**src/adc_ctrl_regs.svh**
```systemverilog
`ifndef ADC_CTRL_REGS_SVH
`define ADC_CTRL_REGS_SVH

// ----------------------------------------------------------------------------
// Register byte addresses
// ----------------------------------------------------------------------------
`define ADDR_RESULT_LOW   12'h000
`define ADDR_RESULT_HIGH  12'h004
`define ADDR_CONTROL_A    12'h008
`define ADDR_CONTROL_B    12'h00c

// ----------------------------------------------------------------------------
// Control A fields
// ----------------------------------------------------------------------------
`define CA_START_BIT      7
`define CA_BUSY_BIT       6
`define CA_ENABLE_BIT     5
`define CA_JUSTIFY_BIT    4
`define CA_CHAN_MSB       3
`define CA_CHAN_LSB       0
`define CA_RESET          8'h00

// ----------------------------------------------------------------------------
// Control B fields
// ----------------------------------------------------------------------------
`define CB_SRC_MSB        7
`define CB_SRC_LSB        5
`define CB_REF_MSB        4
`define CB_REF_LSB        3
`define CB_DIV_MSB        2
`define CB_DIV_LSB        0
`define CB_RESET          8'h00

// ----------------------------------------------------------------------------
// Source and channel codes
// ----------------------------------------------------------------------------
`define SRC_OVERCURRENT   3'h1
`define SRC_DCDC          3'h2
`define CHAN_LAST_PIN     4'h5
`define NUM_PINS          6
`define REF_SUPPLY        2'h1

// ----------------------------------------------------------------------------
// Timing
// ----------------------------------------------------------------------------
`define CONV_TICKS_DEFAULT 16

`endif

```
**src/adc_ctrl_pkg.sv**
```systemverilog
package adc_ctrl_pkg;

    // Analog input routing choice
    typedef enum logic [1:0] {
        ROUTE_PIN,
        ROUTE_OVERCURRENT,
        ROUTE_DCDC,
        ROUTE_FLOAT
    } route_e;

    // Conversion sequencer state
    typedef enum logic [1:0] {
        CONV_IDLE,
        CONV_ARMED,
        CONV_RUN
    } conv_state_e;

    // Sample of the analog core's 12-bit answer
    typedef logic [11:0] sample_t;

endpackage

```
**src/adc_clock_divider.sv**
```systemverilog
`timescale 1ns/10ps
`default_nettype none

// Produces one-cycle conversion clock ticks at clk divided by 2**code.
module adc_clock_divider (
    // System
    input  wire logic       clk,
    input  wire logic       reset,
    // Control
    input  wire logic       run,
    input  wire logic [2:0] div_code,
    // Output
    output logic            tick
);
    import adc_ctrl_pkg::*;

    typedef struct packed {
        logic [6:0] count;    // Free counter within one period
    } div_s;

    div_s state_q;            // Registered state
    div_s state_d;            // Next state
    logic [6:0] period_mask;  // All-ones of width div_code

    // ------------------------------------------------------------------------
    // Next state
    // ------------------------------------------------------------------------
    always_comb begin
        state_d     = state_q;
        period_mask = 7'((8'h01 << div_code) - 8'h01);
        // Counter held at zero outside a conversion so the first tick lands
        // a full period after start, whatever the code.
        if (!run) begin
            state_d.count = 7'h00;
        end else if ((state_q.count & period_mask) == period_mask) begin
            state_d.count = 7'h00;
        end else begin
            state_d.count = state_q.count + 7'h01;
        end
    end

    assign tick = run && ((state_q.count & period_mask) == period_mask); // RL15

    // ------------------------------------------------------------------------
    // State register
    // ------------------------------------------------------------------------
    always_ff @(posedge clk) begin
        if (reset) begin
            state_q <= '0;
        end else begin
            state_q <= state_d;
        end
    end

    // At divider code 1, a tick is never followed by another tick in the next cycle
    AST_TICK_SPACING: assert property (@(posedge clk) disable iff (reset)
        (tick && run && $stable(div_code) && div_code == 3'h1) |=> !tick) // RL15
        else $error("Divide-by-two tick repeated back to back");

endmodule

`default_nettype wire

```
**src/adc_control.sv**
```systemverilog
//
// Overview of operation
// RL1 - Every conversion yields a twelve-bit result
// RL2 - Result held in read-only high/low bytes
// RL3 - Justify bit picks left or right alignment
// RL4 - Unused result bit positions read zero
// RL5 - Disabled converter clears both result bytes
// RL6 - Source codes 000,011-111 select external pin
// RL7 - Source 001 routes overcurrent amplifier output
// RL8 - Source 010 routes divided DC/DC voltage
// RL9 - Channel 0-5 select pins; others float
// RL10 - Software floats channel when internal source
// RL11 - Software configures pin sharing for internal
// RL12 - Two eight-bit control registers, fixed layout
// RL13 - Start rise resets, start fall begins
// RL14 - Busy during conversion; completion raises request
// RL15 - Divider code selects clock divide 1..128
// RL16 - Reference: 01 supply, otherwise reference pin
// RL17 - Both result bytes update together; length parameter
// RL18 - Busy write ignored; others read back
//
// Added by the designer: the APB register port and the address map.
`timescale 1ns/10ps
`default_nettype none
`include "adc_ctrl_regs.svh"

module adc_control #(
    parameter int CONV_TICKS = `CONV_TICKS_DEFAULT
) (
    // System
    input  wire logic                 clk,
    input  wire logic                 reset,
    // APB slave
    input  wire logic                 psel,
    input  wire logic                 penable,
    input  wire logic                 pwrite,
    input  wire logic [11:0]          paddr,
    input  wire logic [31:0]          pwdata,
    output logic                      pready,
    output logic [31:0]               prdata,
    output logic                      pslverr,
    // Analog core
    input  wire adc_ctrl_pkg::sample_t core_result,
    output logic                      core_reset,
    output logic                      core_sample,
    output logic                      core_power,
    output logic                      core_clock_tick,
    output logic [`NUM_PINS-1:0]      analog_pin_inputs_sel,
    output logic                      overcurrent_amp_output_sel,
    output logic                      dcdc_divider_sel,
    output logic                      reference_from_supply,
    // Interrupt request flag to the system interrupt controller
    output logic                      conversion_done
);
    import adc_ctrl_pkg::*;

    // ------------------------------------------------------------------------
    // State
    // ------------------------------------------------------------------------
    typedef struct packed {
        logic [7:0]  control_a;     // Start, enable, justify, channel
        logic [7:0]  control_b;     // Source, reference, divider
        logic        busy;          // Conversion in progress
        conv_state_e conv;          // Sequencer state
        logic [15:0] ticks;         // Divided clocks elapsed
        sample_t     result;        // Latched twelve-bit result
        logic        done;          // One-cycle completion pulse
        logic [31:0] rdata;         // Registered read data
        logic        core_rst;      // Core reset pulse
        logic        core_smp;      // Core sample pulse
    } ctrl_s;

    ctrl_s state_q;                 // Registered state
    ctrl_s state_d;                 // Next state

    logic       wr_access;          // APB write in access phase
    logic       rd_access;          // APB read in setup phase
    logic       start_new;          // Start bit to be written
    logic       div_tick;           // Conversion clock tick
    route_e     route;              // Decoded analog route
    logic [7:0] high_byte;          // Formatted high byte
    logic [7:0] low_byte;           // Formatted low byte

    // ------------------------------------------------------------------------
    // Input routing decode, used for the overcurrent and DC/DC select outputs
    // ------------------------------------------------------------------------
    function automatic route_e decode_route(input logic [2:0] src, input logic [3:0] chan);
        route_e r;
        r = ROUTE_FLOAT;
        if (src == `SRC_OVERCURRENT) begin
            r = ROUTE_OVERCURRENT;                             // RL7
        end else if (src == `SRC_DCDC) begin
            r = ROUTE_DCDC;                                    // RL8
        end else if (chan <= `CHAN_LAST_PIN) begin
            r = ROUTE_PIN;                                     // RL6
        end
        return r;
    endfunction

    assign route = decode_route(state_q.control_b[`CB_SRC_MSB:`CB_SRC_LSB],
                                state_q.control_a[`CA_CHAN_MSB:`CA_CHAN_LSB]);

    // Pin switches close only for a pin route. An internal source keeps every pin
    // open whatever the channel code, without help from software.
    generate
        for (genvar i = 0; i < `NUM_PINS; i++) begin : g_pin
            assign analog_pin_inputs_sel[i] =
                (state_q.control_b[`CB_SRC_MSB:`CB_SRC_LSB] != `SRC_OVERCURRENT) &&
                (state_q.control_b[`CB_SRC_MSB:`CB_SRC_LSB] != `SRC_DCDC) &&
                (state_q.control_a[`CA_CHAN_MSB:`CA_CHAN_LSB] == 4'(i));  // RL9
        end
    endgenerate

    assign overcurrent_amp_output_sel = (route == ROUTE_OVERCURRENT);
    assign dcdc_divider_sel           = (route == ROUTE_DCDC);
    // Reference pin for 00 and 1x; only 01 picks the supply
    assign reference_from_supply =
        (state_q.control_b[`CB_REF_MSB:`CB_REF_LSB] == `REF_SUPPLY);  // RL16

    // ------------------------------------------------------------------------
    // Result formatting
    // ------------------------------------------------------------------------
    always_comb begin
        if (state_q.control_a[`CA_JUSTIFY_BIT]) begin
            high_byte = {4'h0, state_q.result[11:8]};          // RL3 RL4
            low_byte  = state_q.result[7:0];                   // RL3
        end else begin
            high_byte = state_q.result[11:4];                  // RL3
            low_byte  = {state_q.result[3:0], 4'h0};           // RL3 RL4
        end
    end

    // ------------------------------------------------------------------------
    // Conversion clock divider
    // ------------------------------------------------------------------------
    adc_clock_divider u_div (
        .clk      (clk),
        .reset    (reset),
        .run      (state_q.conv == CONV_RUN),
        .div_code (state_q.control_b[`CB_DIV_MSB:`CB_DIV_LSB]),
        .tick     (div_tick)
    );

    assign wr_access = psel && penable && pwrite;
    assign rd_access = psel && !penable && !pwrite;
    assign start_new = pwdata[`CA_START_BIT];

    // ------------------------------------------------------------------------
    // Next state: registers, start handshake, sequencer
    // ------------------------------------------------------------------------
    always_comb begin
        state_d          = state_q;
        state_d.done     = 1'b0;
        state_d.core_rst = 1'b0;
        state_d.core_smp = 1'b0;

        // Sequencer counts divided clocks; a parameter sets the length
        if (state_q.conv == CONV_RUN && div_tick) begin
            if (state_q.ticks == 16'(CONV_TICKS - 1)) begin
                state_d.conv   = CONV_IDLE;
                state_d.busy   = 1'b0;                         // RL14
                state_d.done   = 1'b1;                         // RL14
                state_d.result = core_result;                  // RL1 RL17
                state_d.ticks  = 16'h0000;
            end else begin
                state_d.ticks = state_q.ticks + 16'h0001;
            end
        end

        // Register writes take effect at the access edge
        if (wr_access) begin
            if (paddr == `ADDR_CONTROL_A) begin
                // Busy is hardware-owned; its written value is dropped
                state_d.control_a = {pwdata[7], state_q.control_a[6], pwdata[5:0]};  // RL12 RL18
                if (start_new && !state_q.control_a[`CA_START_BIT]) begin
                    // Rising start: reset core, abandon any conversion
                    state_d.conv     = CONV_ARMED;
                    state_d.busy     = 1'b0;                   // RL13
                    state_d.core_rst = 1'b1;                   // RL13
                    state_d.ticks    = 16'h0000;
                    state_d.done     = 1'b0;
                end else if (!start_new && state_q.control_a[`CA_START_BIT] &&
                             state_q.conv == CONV_ARMED && pwdata[`CA_ENABLE_BIT]) begin
                    // Falling start after a rise: conversion begins
                    state_d.conv     = CONV_RUN;
                    state_d.busy     = 1'b1;                   // RL13 RL14
                    state_d.core_smp = 1'b1;                   // RL13
                    state_d.ticks    = 16'h0000;
                end
            end else if (paddr == `ADDR_CONTROL_B) begin
                state_d.control_b = pwdata[7:0];               // RL12 RL18
            end
        end

        // Disabled converter: results cleared, conversion dropped
        if (!state_d.control_a[`CA_ENABLE_BIT]) begin
            state_d.result = 12'h000;                          // RL5
            state_d.conv   = CONV_IDLE;
            state_d.busy   = 1'b0;
        end

        // Busy mirrors into its register position for readback
        state_d.control_a[`CA_BUSY_BIT] = state_d.busy;

        // Read data sampled in setup so it stands at the access edge
        if (rd_access) begin
            if (paddr == `ADDR_RESULT_LOW) begin
                state_d.rdata = {24'h000000, low_byte};        // RL2
            end else if (paddr == `ADDR_RESULT_HIGH) begin
                state_d.rdata = {24'h000000, high_byte};       // RL2
            end else if (paddr == `ADDR_CONTROL_A) begin
                state_d.rdata = {24'h000000, state_q.control_a};
            end else if (paddr == `ADDR_CONTROL_B) begin
                state_d.rdata = {24'h000000, state_q.control_b};
            end else begin
                state_d.rdata = 32'h00000000;
            end
        end
    end

    // ------------------------------------------------------------------------
    // State register
    // ------------------------------------------------------------------------
    always_ff @(posedge clk) begin
        if (reset) begin
            state_q           <= '0;
            state_q.control_a <= `CA_RESET;
            state_q.control_b <= `CB_RESET;
            state_q.conv      <= CONV_IDLE;
        end else begin
            state_q <= state_d;
        end
    end

    // ------------------------------------------------------------------------
    // Outputs
    // ------------------------------------------------------------------------
    // Zero-wait slave; unmapped addresses answer with an error
    assign pready  = 1'b1;
    assign pslverr = psel && penable &&
                     (paddr != `ADDR_RESULT_LOW) && (paddr != `ADDR_RESULT_HIGH) &&
                     (paddr != `ADDR_CONTROL_A) && (paddr != `ADDR_CONTROL_B);
    assign prdata          = state_q.rdata;
    assign core_reset      = state_q.core_rst;
    assign core_sample     = state_q.core_smp;
    assign core_power      = state_q.control_a[`CA_ENABLE_BIT];
    assign core_clock_tick = div_tick;
    assign conversion_done = state_q.done;

    // ------------------------------------------------------------------------
    // Checks
    // ------------------------------------------------------------------------
    AST_DISABLE_CLEARS: assert property (@(posedge clk) disable iff (reset)
        !state_q.control_a[`CA_ENABLE_BIT] |-> state_q.result == 12'h000) // RL5
        else $error("Result not cleared while disabled");

    AST_LEFT_LOW_ZERO: assert property (@(posedge clk) disable iff (reset)
        !state_q.control_a[`CA_JUSTIFY_BIT] |-> low_byte[3:0] == 4'h0) // RL4
        else $error("Left-justified low nibble not zero");

    AST_RIGHT_HIGH: assert property (@(posedge clk) disable iff (reset)
        state_q.control_a[`CA_JUSTIFY_BIT] |-> high_byte == {4'h0, state_q.result[11:8]}) // RL3
        else $error("Right-justified high byte wrong");

    AST_DONE_CLEARS_BUSY: assert property (@(posedge clk) disable iff (reset)
        conversion_done |-> !state_q.busy && $past(state_q.busy)) // RL14
        else $error("Completion without busy falling");

    AST_FALL_STARTS: assert property (@(posedge clk) disable iff (reset)
        (wr_access && paddr == `ADDR_CONTROL_A && !start_new && state_q.control_a[`CA_START_BIT]
         && state_q.conv == CONV_ARMED && pwdata[`CA_ENABLE_BIT]) |=> state_q.busy && core_sample) // RL13
        else $error("Start fall did not begin conversion");

    AST_RISE_RESETS: assert property (@(posedge clk) disable iff (reset)
        (wr_access && paddr == `ADDR_CONTROL_A && start_new && !state_q.control_a[`CA_START_BIT])
        |=> !state_q.busy && core_reset) // RL13
        else $error("Start rise did not reset converter");

    AST_BUSY_WRITE_IGNORED: assert property (@(posedge clk) disable iff (reset)
        (wr_access && paddr == `ADDR_CONTROL_A && pwdata[`CA_BUSY_BIT] && state_q.conv == CONV_IDLE
         && !start_new) |=> !state_q.busy) // RL18
        else $error("Busy bit took a software write");

    AST_ONE_PIN: assert property (@(posedge clk) disable iff (reset)
        $onehot0(analog_pin_inputs_sel) && !(overcurrent_amp_output_sel && |analog_pin_inputs_sel)) // RL9
        else $error("Analog pin routing overlaps");

    AST_INTERNAL_NO_PIN: assert property (@(posedge clk) disable iff (reset)
        (state_q.control_b[`CB_SRC_MSB:`CB_SRC_LSB] == `SRC_DCDC) |-> analog_pin_inputs_sel == '0) // RL8
        else $error("Pin closed with internal source");

    AST_RESULT_ATOMIC: assert property (@(posedge clk) disable iff (reset)
        (state_q.control_a[`CA_ENABLE_BIT] && !conversion_done && state_q.busy) |-> $stable(state_q.result)) // RL17
        else $error("Result changed mid-conversion");

endmodule

`default_nettype wire

```
**config.mk**
```make
export PLATFORM = sky130hd
export DESIGN_NAME = adc_control
export DESIGN_NICKNAME = d
export VERILOG_FILES = /design/src/adc_ctrl_pkg.sv /design/src/adc_clock_divider.sv /design/src/adc_control.sv
export VERILOG_INCLUDE_DIRS = /design/src
export SDC_FILE = /design/constraint.sdc
export NUM_CORES = 1
export LEC_CHECK = 0
export BUFFER_PORTS_ARGS = -buffer_cell sky130_fd_sc_hd__buf_4
export CAP_MARGIN = 20
export CORE_ASPECT_RATIO = 1.25
export CORE_MARGIN = 5
export CORE_UTILIZATION = 45
export DETAILED_ROUTE_END_ITERATION = 10
export HOLD_SLACK_MARGIN = 0.1
export PLACE_DENSITY = 0.71
export SLEW_MARGIN = 20
export SYNTH_ARGS = -nofsm -noshare
export SYNTH_HDL_FRONTEND = slang
export SYNTH_SLANG_ARGS = --single-unit
export TNS_END_PERCENT = 100
```
**constraint.sdc**
```tcl
create_clock -name clk -period 2.95 [get_ports clk]
set_input_delay 0.1475 -clock clk [delete_from_list [all_inputs] [get_ports clk]]
set_output_delay 0.1475 -clock clk [all_outputs]
set_load 0.03 [all_outputs]
```
### Word-level counts from Yosys, hierarchy flattened

Index checks and enable logic that the tools add are counted.

* bits in latches: 0
* ROM bits: 0
* register bits after elaboration: 89
* RAM bits: 0
* memories kept: 0
* word-level logic and storage cells: 105

* mux-type cells: 26
* shift operators: 1
* magnitude comparators: 1
* add/sub/neg operators: 3
* multiply operators: 0
* bitwise operators: 5
* reduce and logical (&&, ||, !) cells: 35
* eq/ne operators: 22
* divide/modulo/power cells: 0

Operators with widths (number)
* 8-bit two-way mux: 8
* 19-bit two-way mux: 3
* 33-bit two-way mux: 1
* 32-bit two-way mux: 1
* 12-bit by 4-bit equality test with 1-bit output, second input constant: 2
* 12-bit by 4-bit != test with 1-bit output, second input constant: 2
* 1-bit logical AND: 21
* 16-bit by 1-bit adder with 16-bit output, second input constant: 1
* 16-bit by 4-bit equality test with 1-bit output, second input constant: 1
* 16-bit two-way mux: 1
* 13-bit two-way mux: 1
* 12-bit by 3-bit equality test with 1-bit output, second input constant: 1
* 12-bit zero test: 1
* 12-bit by 3-bit != test with 1-bit output, second input constant: 1
* 12-bit nonzero test: 1
* 4-bit by 2-bit equality test with 1-bit output, second input constant: 2
* 4-bit by 3-bit equality test with 1-bit output, second input constant: 2
* 7-bit by 1-bit adder with 7-bit output, second input constant: 1
* 7-bit bitwise AND: 1
* 7-bit equality test: 1
* 1-bit by 3-bit << shifter with 7-bit output, first input constant: 1
* 7-bit by 1-bit subtractor with 7-bit output, second input constant: 1
* 2-bit by 1-bit equality test with 1-bit output, second input constant: 3
* 2-bit two-way mux: 3
* other kinds (18): 32

### Logic depth before layout (Yosys ltp)

Gate-level depths: netlist of run 1.

* depth after elaboration: 13
* mapped depth: 7

### Modules after synthesis

From an unflattened synthesis of run 1, not the netlist that was laid out.

* cells, all modules: 401
* area, all modules: 3450.8 µm²

By module, submodules not included
* adc_control: instances 1, cells an instance 360, seq. area each 1141.1 µm², area an instance 3084.2 µm²
* adc_clock_divider: instances 1, cells an instance 41, seq. area each 140.1 µm², area an instance 366.6 µm²

### Worst setup path before layout of run 1

OpenSTA, ideal clock, no wires.

* path type: input-to-reg
* from: in paddr[11]
* to: reg state_q, in the netlist conversion_done
* slack: 721 ps
* stages on the path: 6
* path buffers: 1
* arrival: 2095 ps
* cells stage by stage: or4_4 -> or4_4 -> or3_1 -> buf_6 -> or2_4 -> nor4b_4

* cells in the longest elaborated chain, start to end: 3

RTL lines
* start, declared: line adc_control.sv:37 `input wire logic [11:0] paddr,`
* 12-bit by 4-bit equality test with 1-bit output (no line)
* 1-bit two-way mux: line adc_control.sv:172 `` if (paddr == `ADDR_CONTROL_A) begin ``
* 1-bit two-way mux: line adc_control.sv:171 `if (wr_access) begin`
* end signal, assigned: line adc_control.sv:231 `state_q <= state_d;`
* end, declared: line adc_control.sv:73 `ctrl_s state_q;`

Every way passes these cells.
A chain may end at the register's enable or synchronous reset.

### Worst setup path after layout of run 1

* from: in pwdata[7]
* to: reg state_q[50] (netlist bit)

* cells in the longest elaborated chain, start to end: 8
* elaborated cells between the ends (all ways): 9
* classes of those cells: mux: 4; reduce/logical: 5

RTL lines
* start, declared: line adc_control.sv:38 `input wire logic [31:0] pwdata,`
* 1-bit zero test: line adc_control.sv:182 `` end else if (!start_new && state_q.control_a[`CA_START_BIT] && ``
* 1-bit logical AND (3 in a row): line adc_control.sv:182
* 19-bit two-way mux: line adc_control.sv:182
* 19-bit two-way mux (*): line adc_control.sv:175 `` if (start_new && !state_q.control_a[`CA_START_BIT]) begin ``
* 19-bit two-way mux (*): line adc_control.sv:172
* 33-bit two-way mux (*): line adc_control.sv:171

Mark *: on every way between the ends. The rest lies on a longest branch, timed or not.

==> impl_metrics.py, run 1 <==
metrics = {
    "status": {
        "status": "completed",
    },
    "grt": {
        "grt_max_degree": 32,
        "grt_overflow": 0,
        "grt_pass1_vias": 3028,
        "antenna_found_initial": 0,
        "globalRouteTotalUtil_pct": 18.2,
        "grt_pass1_wl_mm": 13.7,
    },
    "detailed_routing": {
        "wl_mm": 8.69,
        "drc": 0,
        "viasPerCell": 5.52,
        "ant_nets": 0,
        "wl_per_cell_um": 14.9,
        "drt_pre_antenna_iters": 4,
        "dr_total_vias": 3223,
        "first_iter_violations": 172,
    },
    "power_and_ir_drop": {
        "power_leakage_nw": 1.50,
        "p_per_area_nw_per_um2": 439,
        "peakVddDrop_mv": 0.241,
        "power_w": 0.00185,
    },
    "timing": {
        "relSlewSlack_pct": 46.8,
        "post-route-min-period_ps": 2180,
        "rsz0062_at_grt": "no",
        "setup_violations": 0,
        "fin_crit_sh_pct": 73.8,
        "tightest_slew_ps": 796,
        "finalHoldViolations": 0,
        "maxSlewViolCount": 0,
        "fmax_mhz": 459,
        "skew_ps": 9.79,
        "final.setup.tns_ps": 0,
    },
    "final_layout": {
        "nFillCells": 704,
        "drive_gt1_share_pct": 18.1,
        "multiInputGateArea_um2": 1890,
        "regArea_um2": 1280,
        "syn2layout_area_growth_pct": 21.5,
        "antenna_cells": 0,
        "nets": 551,
    },
    "floorplanning": {
        "ios": 109,
        "core-area_um2": 7440,
        "die-area_um2": 9580,
        "die_w_um": 88.6,
        "rows": 35,
        "start_util_pct": 46.6,
        "fp.dieH_um": 108,
    },
    "cts": {
        "cts_buffer_depth": 2,
        "cts_inserted_buffers": 9,
        "clk_pin_slew_ps": 70,
        "clk-insertion-delay-late_ps": 340,
        "cts_setup_buffers": 0,
        "ctsHoldBuffers": 19,
        "cts.repair.resized": 0,
        "clock_sinks": 64,
        "clock-root-buffer": "clkbuf_8",
        "htree_levels": 3,
        "cts_tree": "yes",
    },
    "logic_synthesis": {
        "yosysSeqAreaShare_pct": 36.9,
        "synth-edff-count": 0,
        "yosysWarnings": 0,
        "syn_inst": 428,
        "ys_ff_latch": 64,
        "synthFlopType": "dfxtp_1",
        "synth.avg_cell_area_um2": 8.11,
        "synth_cell_types": 51,
        "synth_area_um2": 3470,
        "async_flop_share_pct": 0,
    },
    "worst_setup_path": {
        "path_class": "in2reg",
        "required_ps": 3150,
        "cpMaxStageDelayCell": "dlygate4sd3_1",
        "cp_top_family": "compound AO/OA/AOI/OAI gates",
        "cp-end-kind": "flip-flop",
        "crit_buf_inv": 2,
        "startpoint_type": "input pin",
        "arrival_ps": 2380,
        "path_cells": "dlygate4sd3_1 > buf_4 > nor4bb_1 > a21boi_0 > o41ai_4 > o21bai_2 > a21oi_1",
        "path_max_fanout": 10,
        "cp_slowest_stage_delay_ps": 530,
        "reg2reg_slack_ps": 860,
    },
    "run": {
        "maxCapViolCount": 0,
    },
    "placed_design": {
        "dp.final_hpwl_mm": 6.17,
        "portBuffers": 59,
        "gp_congestion": 0.834,
    },
    "worst_hold_path": {
        "hp-class": "in2reg",
    },
}
-- stage by stage --
stage               std cells  setup WS [ps]  hold slack (ps)  utilization, %  instance area [µm²]
finish                    584            772              170            56.7                 4220
detailed placement        549            463              404            51.0                 3800
floorplan                 451            721              271               -                 3560
global route              584            610              183            56.7                 4220
global placement          549            500              384            51.0                 3800
CTS                       583            786              106            56.5                 4210
-- synth_stat cells, drive strengths merged (3+ instances only) --
cell | instances | share of area, %
nor2b | 3 | 0.54
clkbuf | 20 | 2.2
a21boi | 4 | 0.86
nor2 | 25 | 2.7
mux2i | 16 | 4.6
nand2b | 6 | 1.1
nand2 | 50 | 5.4
o211ai | 11 | 2.4
o21ai | 29 | 4.2
o31ai | 10 | 2.2
xor2 | 4 | 1.0
or3 | 5 | 0.90
nand3 | 12 | 1.7
nor3b | 4 | 0.86
nor3 | 3 | 0.76
buf | 37 | 7.9
nor4 | 4 | 0.90
and3 | 3 | 0.58
a21oi | 45 | 6.6
dfxtp | 64 | 37
nand4 | 21 | 3.8
inv | 10 | 1.1
or4 | 15 | 3.5
-- worst paths after layout --
kind | startpoint | to | cells past startpoint
setup / recovery | pwdata[7] | state_q[50]$_SDFF_PP0_ | 7
hold / removal | reset | state_q[73]$_SDFFE_PP0P_ | 2
setup reg to reg | state_q[63]$_SDFF_PP0_ | state_q[50]$_SDFF_PP0_ | 5
hold reg to reg | prdata[7]$_SDFFE_PP0P_ | prdata[7]$_SDFFE_PP0P_ | 2
-- cells in the final DEF, fill, tap and decap left out, drive strengths merged, types with 3 or more instances in the layout --
cell / instances
a21oi: 45
dlygate4sd3: 20
nor2: 25
nand2b: 6
nor3b: 4
or4: 15
xor2: 4
a21boi: 4
conb: 25
o31ai: 10
inv: 10
buf: 63
nand2: 50
mux2i: 16
or3: 5
o21ai: 29
nand3: 12
nor2b: 3
and3: 3
nand4: 21
o211ai: 11
nor4: 4
nor3: 3
clkbuf: 12
dfxtp: 64
-- where the power goes --
| part | internal (W) | total [W] | switching [W] |
|---|---|---|---|
| combinational | 0.0000560 | 0.000143 | 0.0000867 |
| clock | 0.000516 | 0.000844 | 0.000328 |
| sequential | 0.000864 | 0.000864 | 0.0000000122 |
-- sequential cells by signal (all words and copies together), names as in the netlist --
register and count:
core_reset 1, core_power 1, u_div.state_q 7, conversion_done 1
core_sample 1, prdata 8, state_q 45
-- cell type report --
| class | count | area share, % |
|---|---|---|
| flip-flops and latches | 64 | 30.4 |
| inverters | 10 | 0.890 |
| clock buffers | 12 | 3.68 |
| clock inverters | 3 | 1.54 |
| well taps | 92 | 2.73 |
| multi-input cells | 320 | 44.8 |
| repair buffers | 83 | 16.0 |
-- per-layer routing --
layer  share of wire (%)  routed length (µm)  GRT usage [%]
met5                   0                   0              0
met2                  50                4350           31.7
met3                 6.5                 562           3.81
met4                 3.4                 299           9.29
met1                  40                3480           20.5
-- worst reg2reg max path, stage by stage (launching register included) --
cell      delay (ps)
dfxtp_1          380
nor4bb_1         460
a21boi_0         240
o41ai_4          460
o21bai_2         340
a21oi_1           80
-- logic make-up after synthesis --
| group | synth area share, % |
|---|---|
| buffers and inverters | 11.1 |
| adder cells (fa/ha/maj) | 0.721 |
| AO/OA/AOI/OAI | 19.1 |
| other | 0.216 |
| AND/OR/NAND/NOR | 26.1 |
| flip-flops | 36.9 |
| XOR/XNOR | 1.26 |
| multiplexers | 4.61 |
No activity file was read; power rests on OpenSTA's default activity.
==> inputs of run 2 (changes only) <==
Settings changed: ABC_AREA set to 1, PLACE_DENSITY 0.71 to 0.69.
Clock period 2.95 ns to 2.1 ns, I/O delays scaled along.
==> run 2 against run 1 <==
  * Worst setup slack worse by 530 ps
  * Utilization shrank 2.2 points
  * Synthesized cell count increased by 41%
==> impl_metrics.py, run 2 <==
metrics = {
    "status": {
        "status": "completed",
    },
    "power_and_ir_drop": {
        "p_per_area_nw_per_um2": 523,
        "power_leakage_nw": 2.10,
        "peakVddDrop_mv": 0.330,
    },
    "logic_synthesis": {
        "synth_most_common_cell": "nand2_1",
        "yosysTopAreaCell": "dfxtp_1",
        "synth-edff-count": 0,
        "async_flop_share_pct": 0,
        "synth_area_um2": 3950,
        "syn_inst": 604,
        "synth.avg_cell_area_um2": 6.54,
        "ys_ff_latch": 64,
        "yosysWarnings": 0,
        "synth_area_leaders": "dfxtp_1 (32%), nand2_1 (11%), nor2_1 (9.4%)",
        "synth_common_cells": "nand2_1 (115), nor2_1 (99), inv_1 (80), dfxtp_1 (64), nand3_1 (39)",
        "synth_cell_types": 40,
        "synth_top_area_share_pct": 32.4,
        "yosysSeqAreaShare_pct": 32.4,
        "synthFlopType": "dfxtp_1",
    },
    "final_layout": {
        "syn2layout_area_growth_pct": 19.4,
        "nets": 736,
        "drive_gt1_share_pct": 17.4,
        "largest_reg_flops": 45,
        "final_common_cell": "nand2_1",
        "layout_common_cells": "nand2_1 (115), nor2_1 (99), inv_1 (80)",
        "regMostFlops": "state_q",
        "antenna_cells": 0,
    },
    "cts": {
        "cts_inserted_buffers": 9,
        "clk_pin_slew_ps": 80,
        "cts_tree": "yes",
        "htree_levels": 3,
        "clock_sinks": 64,
        "clk-insertion-delay-late_ps": 340,
        "cts_setup_buffers": 0,
        "cts_buffer_depth": 2,
        "clock-root-buffer": "clkbuf_8",
    },
    "worst_setup_path": {
        "reg2reg_slack_ps": 320,
        "cpMaxStageDelayCell": "dfxtp_1",
        "reg2reg_from": "state_q[47]$_SDFF_PP0_",
        "arrival_ps": 1750,
        "required_ps": 2000,
        "path_class": "reg2out",
        "cp_top_family": "simple AND/OR/NAND/NOR gates",
        "cp-end-kind": "primary output",
        "reg2regPathDepth": 9,
        "cp_slowest_stage_delay_ps": 350,
        "startpoint_type": "flip-flop",
        "crit_buf_inv": 3,
        "regToRegEndpoint": "state_q[37]$_SDFFE_PP0P_",
        "path_cells": "inv_2 > nand2_1 > nand3_1 > nand3_2 > nor2_4 > nand2_4 > clkinvlp_4 > buf_4",
        "path_max_fanout": 15,
    },
    "placed_design": {
        "dp.final_hpwl_mm": 7.16,
        "portBuffers": 59,
        "gp_congestion": 0.845,
    },
    "run": {
        "maxCapViolCount": 0,
    },
    "detailed_routing": {
        "first_iter_violations": 177,
        "drt_pre_antenna_iters": 4,
        "viasPerCell": 4.76,
        "wl_per_cell_um": 11.9,
        "dr_total_vias": 3796,
        "ant_nets": 0,
        "wl_mm": 9.47,
        "drc": 0,
    },
    "grt": {
        "antenna_found_initial": 0,
        "grt_pass1_wl_mm": 16.1,
        "grt_max_degree": 30,
        "grt_pass1_vias": 3615,
        "globalRouteTotalUtil_pct": 18.4,
        "grt_overflow": 0,
    },
    "timing": {
        "relSlewSlack_pct": 60.5,
        "tightest_slew_ps": 591,
        "post-route-min-period_ps": 1860,
        "setup_violations": 0,
        "rsz0062_at_grt": "no",
        "fmax_mhz": 538,
        "finalHoldViolations": 0,
        "final.setup.tns_ps": 0,
        "skew_ps": 10.0,
        "fin_crit_sh_pct": 88.5,
        "maxSlewViolCount": 0,
        "hold_slack_ps": 228,
    },
    "floorplanning": {
        "start_util_pct": 45.6,
        "core-area_um2": 8650,
        "ios": 109,
        "die_w_um": 93.8,
        "rows": 38,
        "fp.dieH_um": 115,
        "die-area_um2": 10800,
    },
    "worst_hold_path": {
        "hp-start": "paddr[2]",
        "hold_path_end": "prdata[0]$_SDFFE_PP0P_",
        "min_path_cells": 5,
        "hp-class": "in2reg",
    },
}
-- run 2: repair_timing --
item	4_1_cts	5_1_grt
endpoints found under the hold margin	32	0
endpoints found under the setup margin	0	1
gates resized for setup	0	1
hold buffers	22	0
-- run 2: logic make-up (layout without fill, tap and decap cells) --
| kind of cell | Yosys count | count (layout) | synth area share [%] |
|---|---|---|---|
| AO/OA/AOI/OAI | 73 | 73 | 10.6 |
| flip-flops | 64 | 64 | 32.4 |
| adder cells (fa/ha/maj) | 2 | 2 | 0.634 |
| other | 2 | 25 | 0.190 |
| buffers and inverters | 143 | 194 | 18.0 |
| XOR/XNOR | 6 | 6 | 1.33 |
| AND/OR/NAND/NOR | 314 | 314 | 36.9 |
-- run 2: area by class of cell --
cell class                      instances  area (µm²)
Multi-Input combinational cell        420        2040
Tap cell                              120         150
Clock inverter                          7        62.6
Clock buffer                            9         124
Sequential cell                        64        1280
Timing Repair Buffer                   87         708
Fill cell                             894        3940
Inverter                               91         345
-- run 2: through the flow --
stage          cell area [µm²]  util [%]  power [W]  setup slack (ps)  std cells
5_1_grt                   4710      54.5    0.00258              43.6        798
2_1_floorplan             4040         -    0.00140               513        627
3_3_place_gp              4300      49.7    0.00144               372        760
3_5_place_dp              4300      49.7    0.00144               334        760
6_report                  4710      54.5    0.00247               241        798
4_1_cts                   4710      54.4    0.00249               169        798
-- run 2: layer usage --
layer / GRT usage, % / wire length, µm / vias to the layer above / part of all wire (%)
li1: - / - / 1990 / -
met1: 20.6 / 3920 / 1700 / 41
met2: 33.9 / 4910 / 90 / 52
met3: 3.86 / 449 / 16 / 4.7
met4: 6.84 / 193 / 0 / 2.0
met5: 0 / 0 / - / 0
-- run 2: worst register-to-register path: stages, from the launching register on --
cell and delay (ps):
dfxtp_1 380, ha_1 200, inv_1 90, nor2_4 190, nand2_1 100, nor2_2 150
nand3_4 100, buf_4 250, o21ai_1 170, nor2_1 50
-- run 2: worst max path at each step --
stage	depth (start not counted)	startpoint	to
4_1_cts	8	state_q[67]$_SDFFE_PP0P_	core_clock_tick
3_3_place_gp	9	state_q[47]$_SDFF_PP0_	state_q[37]$_SDFFE_PP0P_
5_1_grt	8	state_q[67]$_SDFFE_PP0P_	core_clock_tick
6_report	8	state_q[67]$_SDFFE_PP0P_	core_clock_tick
3_5_place_dp	9	state_q[47]$_SDFF_PP0_	state_q[37]$_SDFFE_PP0P_
2_1_floorplan	5	state_q[71]$_SDFFE_PP0P_	analog_pin_inputs_sel[1]
-- run 2: power breakdown --
| group | total, W | internal (W) | switching, W | leakage (nW) |
|---|---|---|---|---|
| logic | 0.000229 | 0.0000881 | 0.000141 | 1.49 |
| registers | 0.00122 | 0.00122 | 0.00000159 | 0.516 |
| clock network | 0.00102 | 0.000537 | 0.000482 | 0.0985 |
| total | 0.00247 | 0.00184 | 0.000624 | 2.10 |
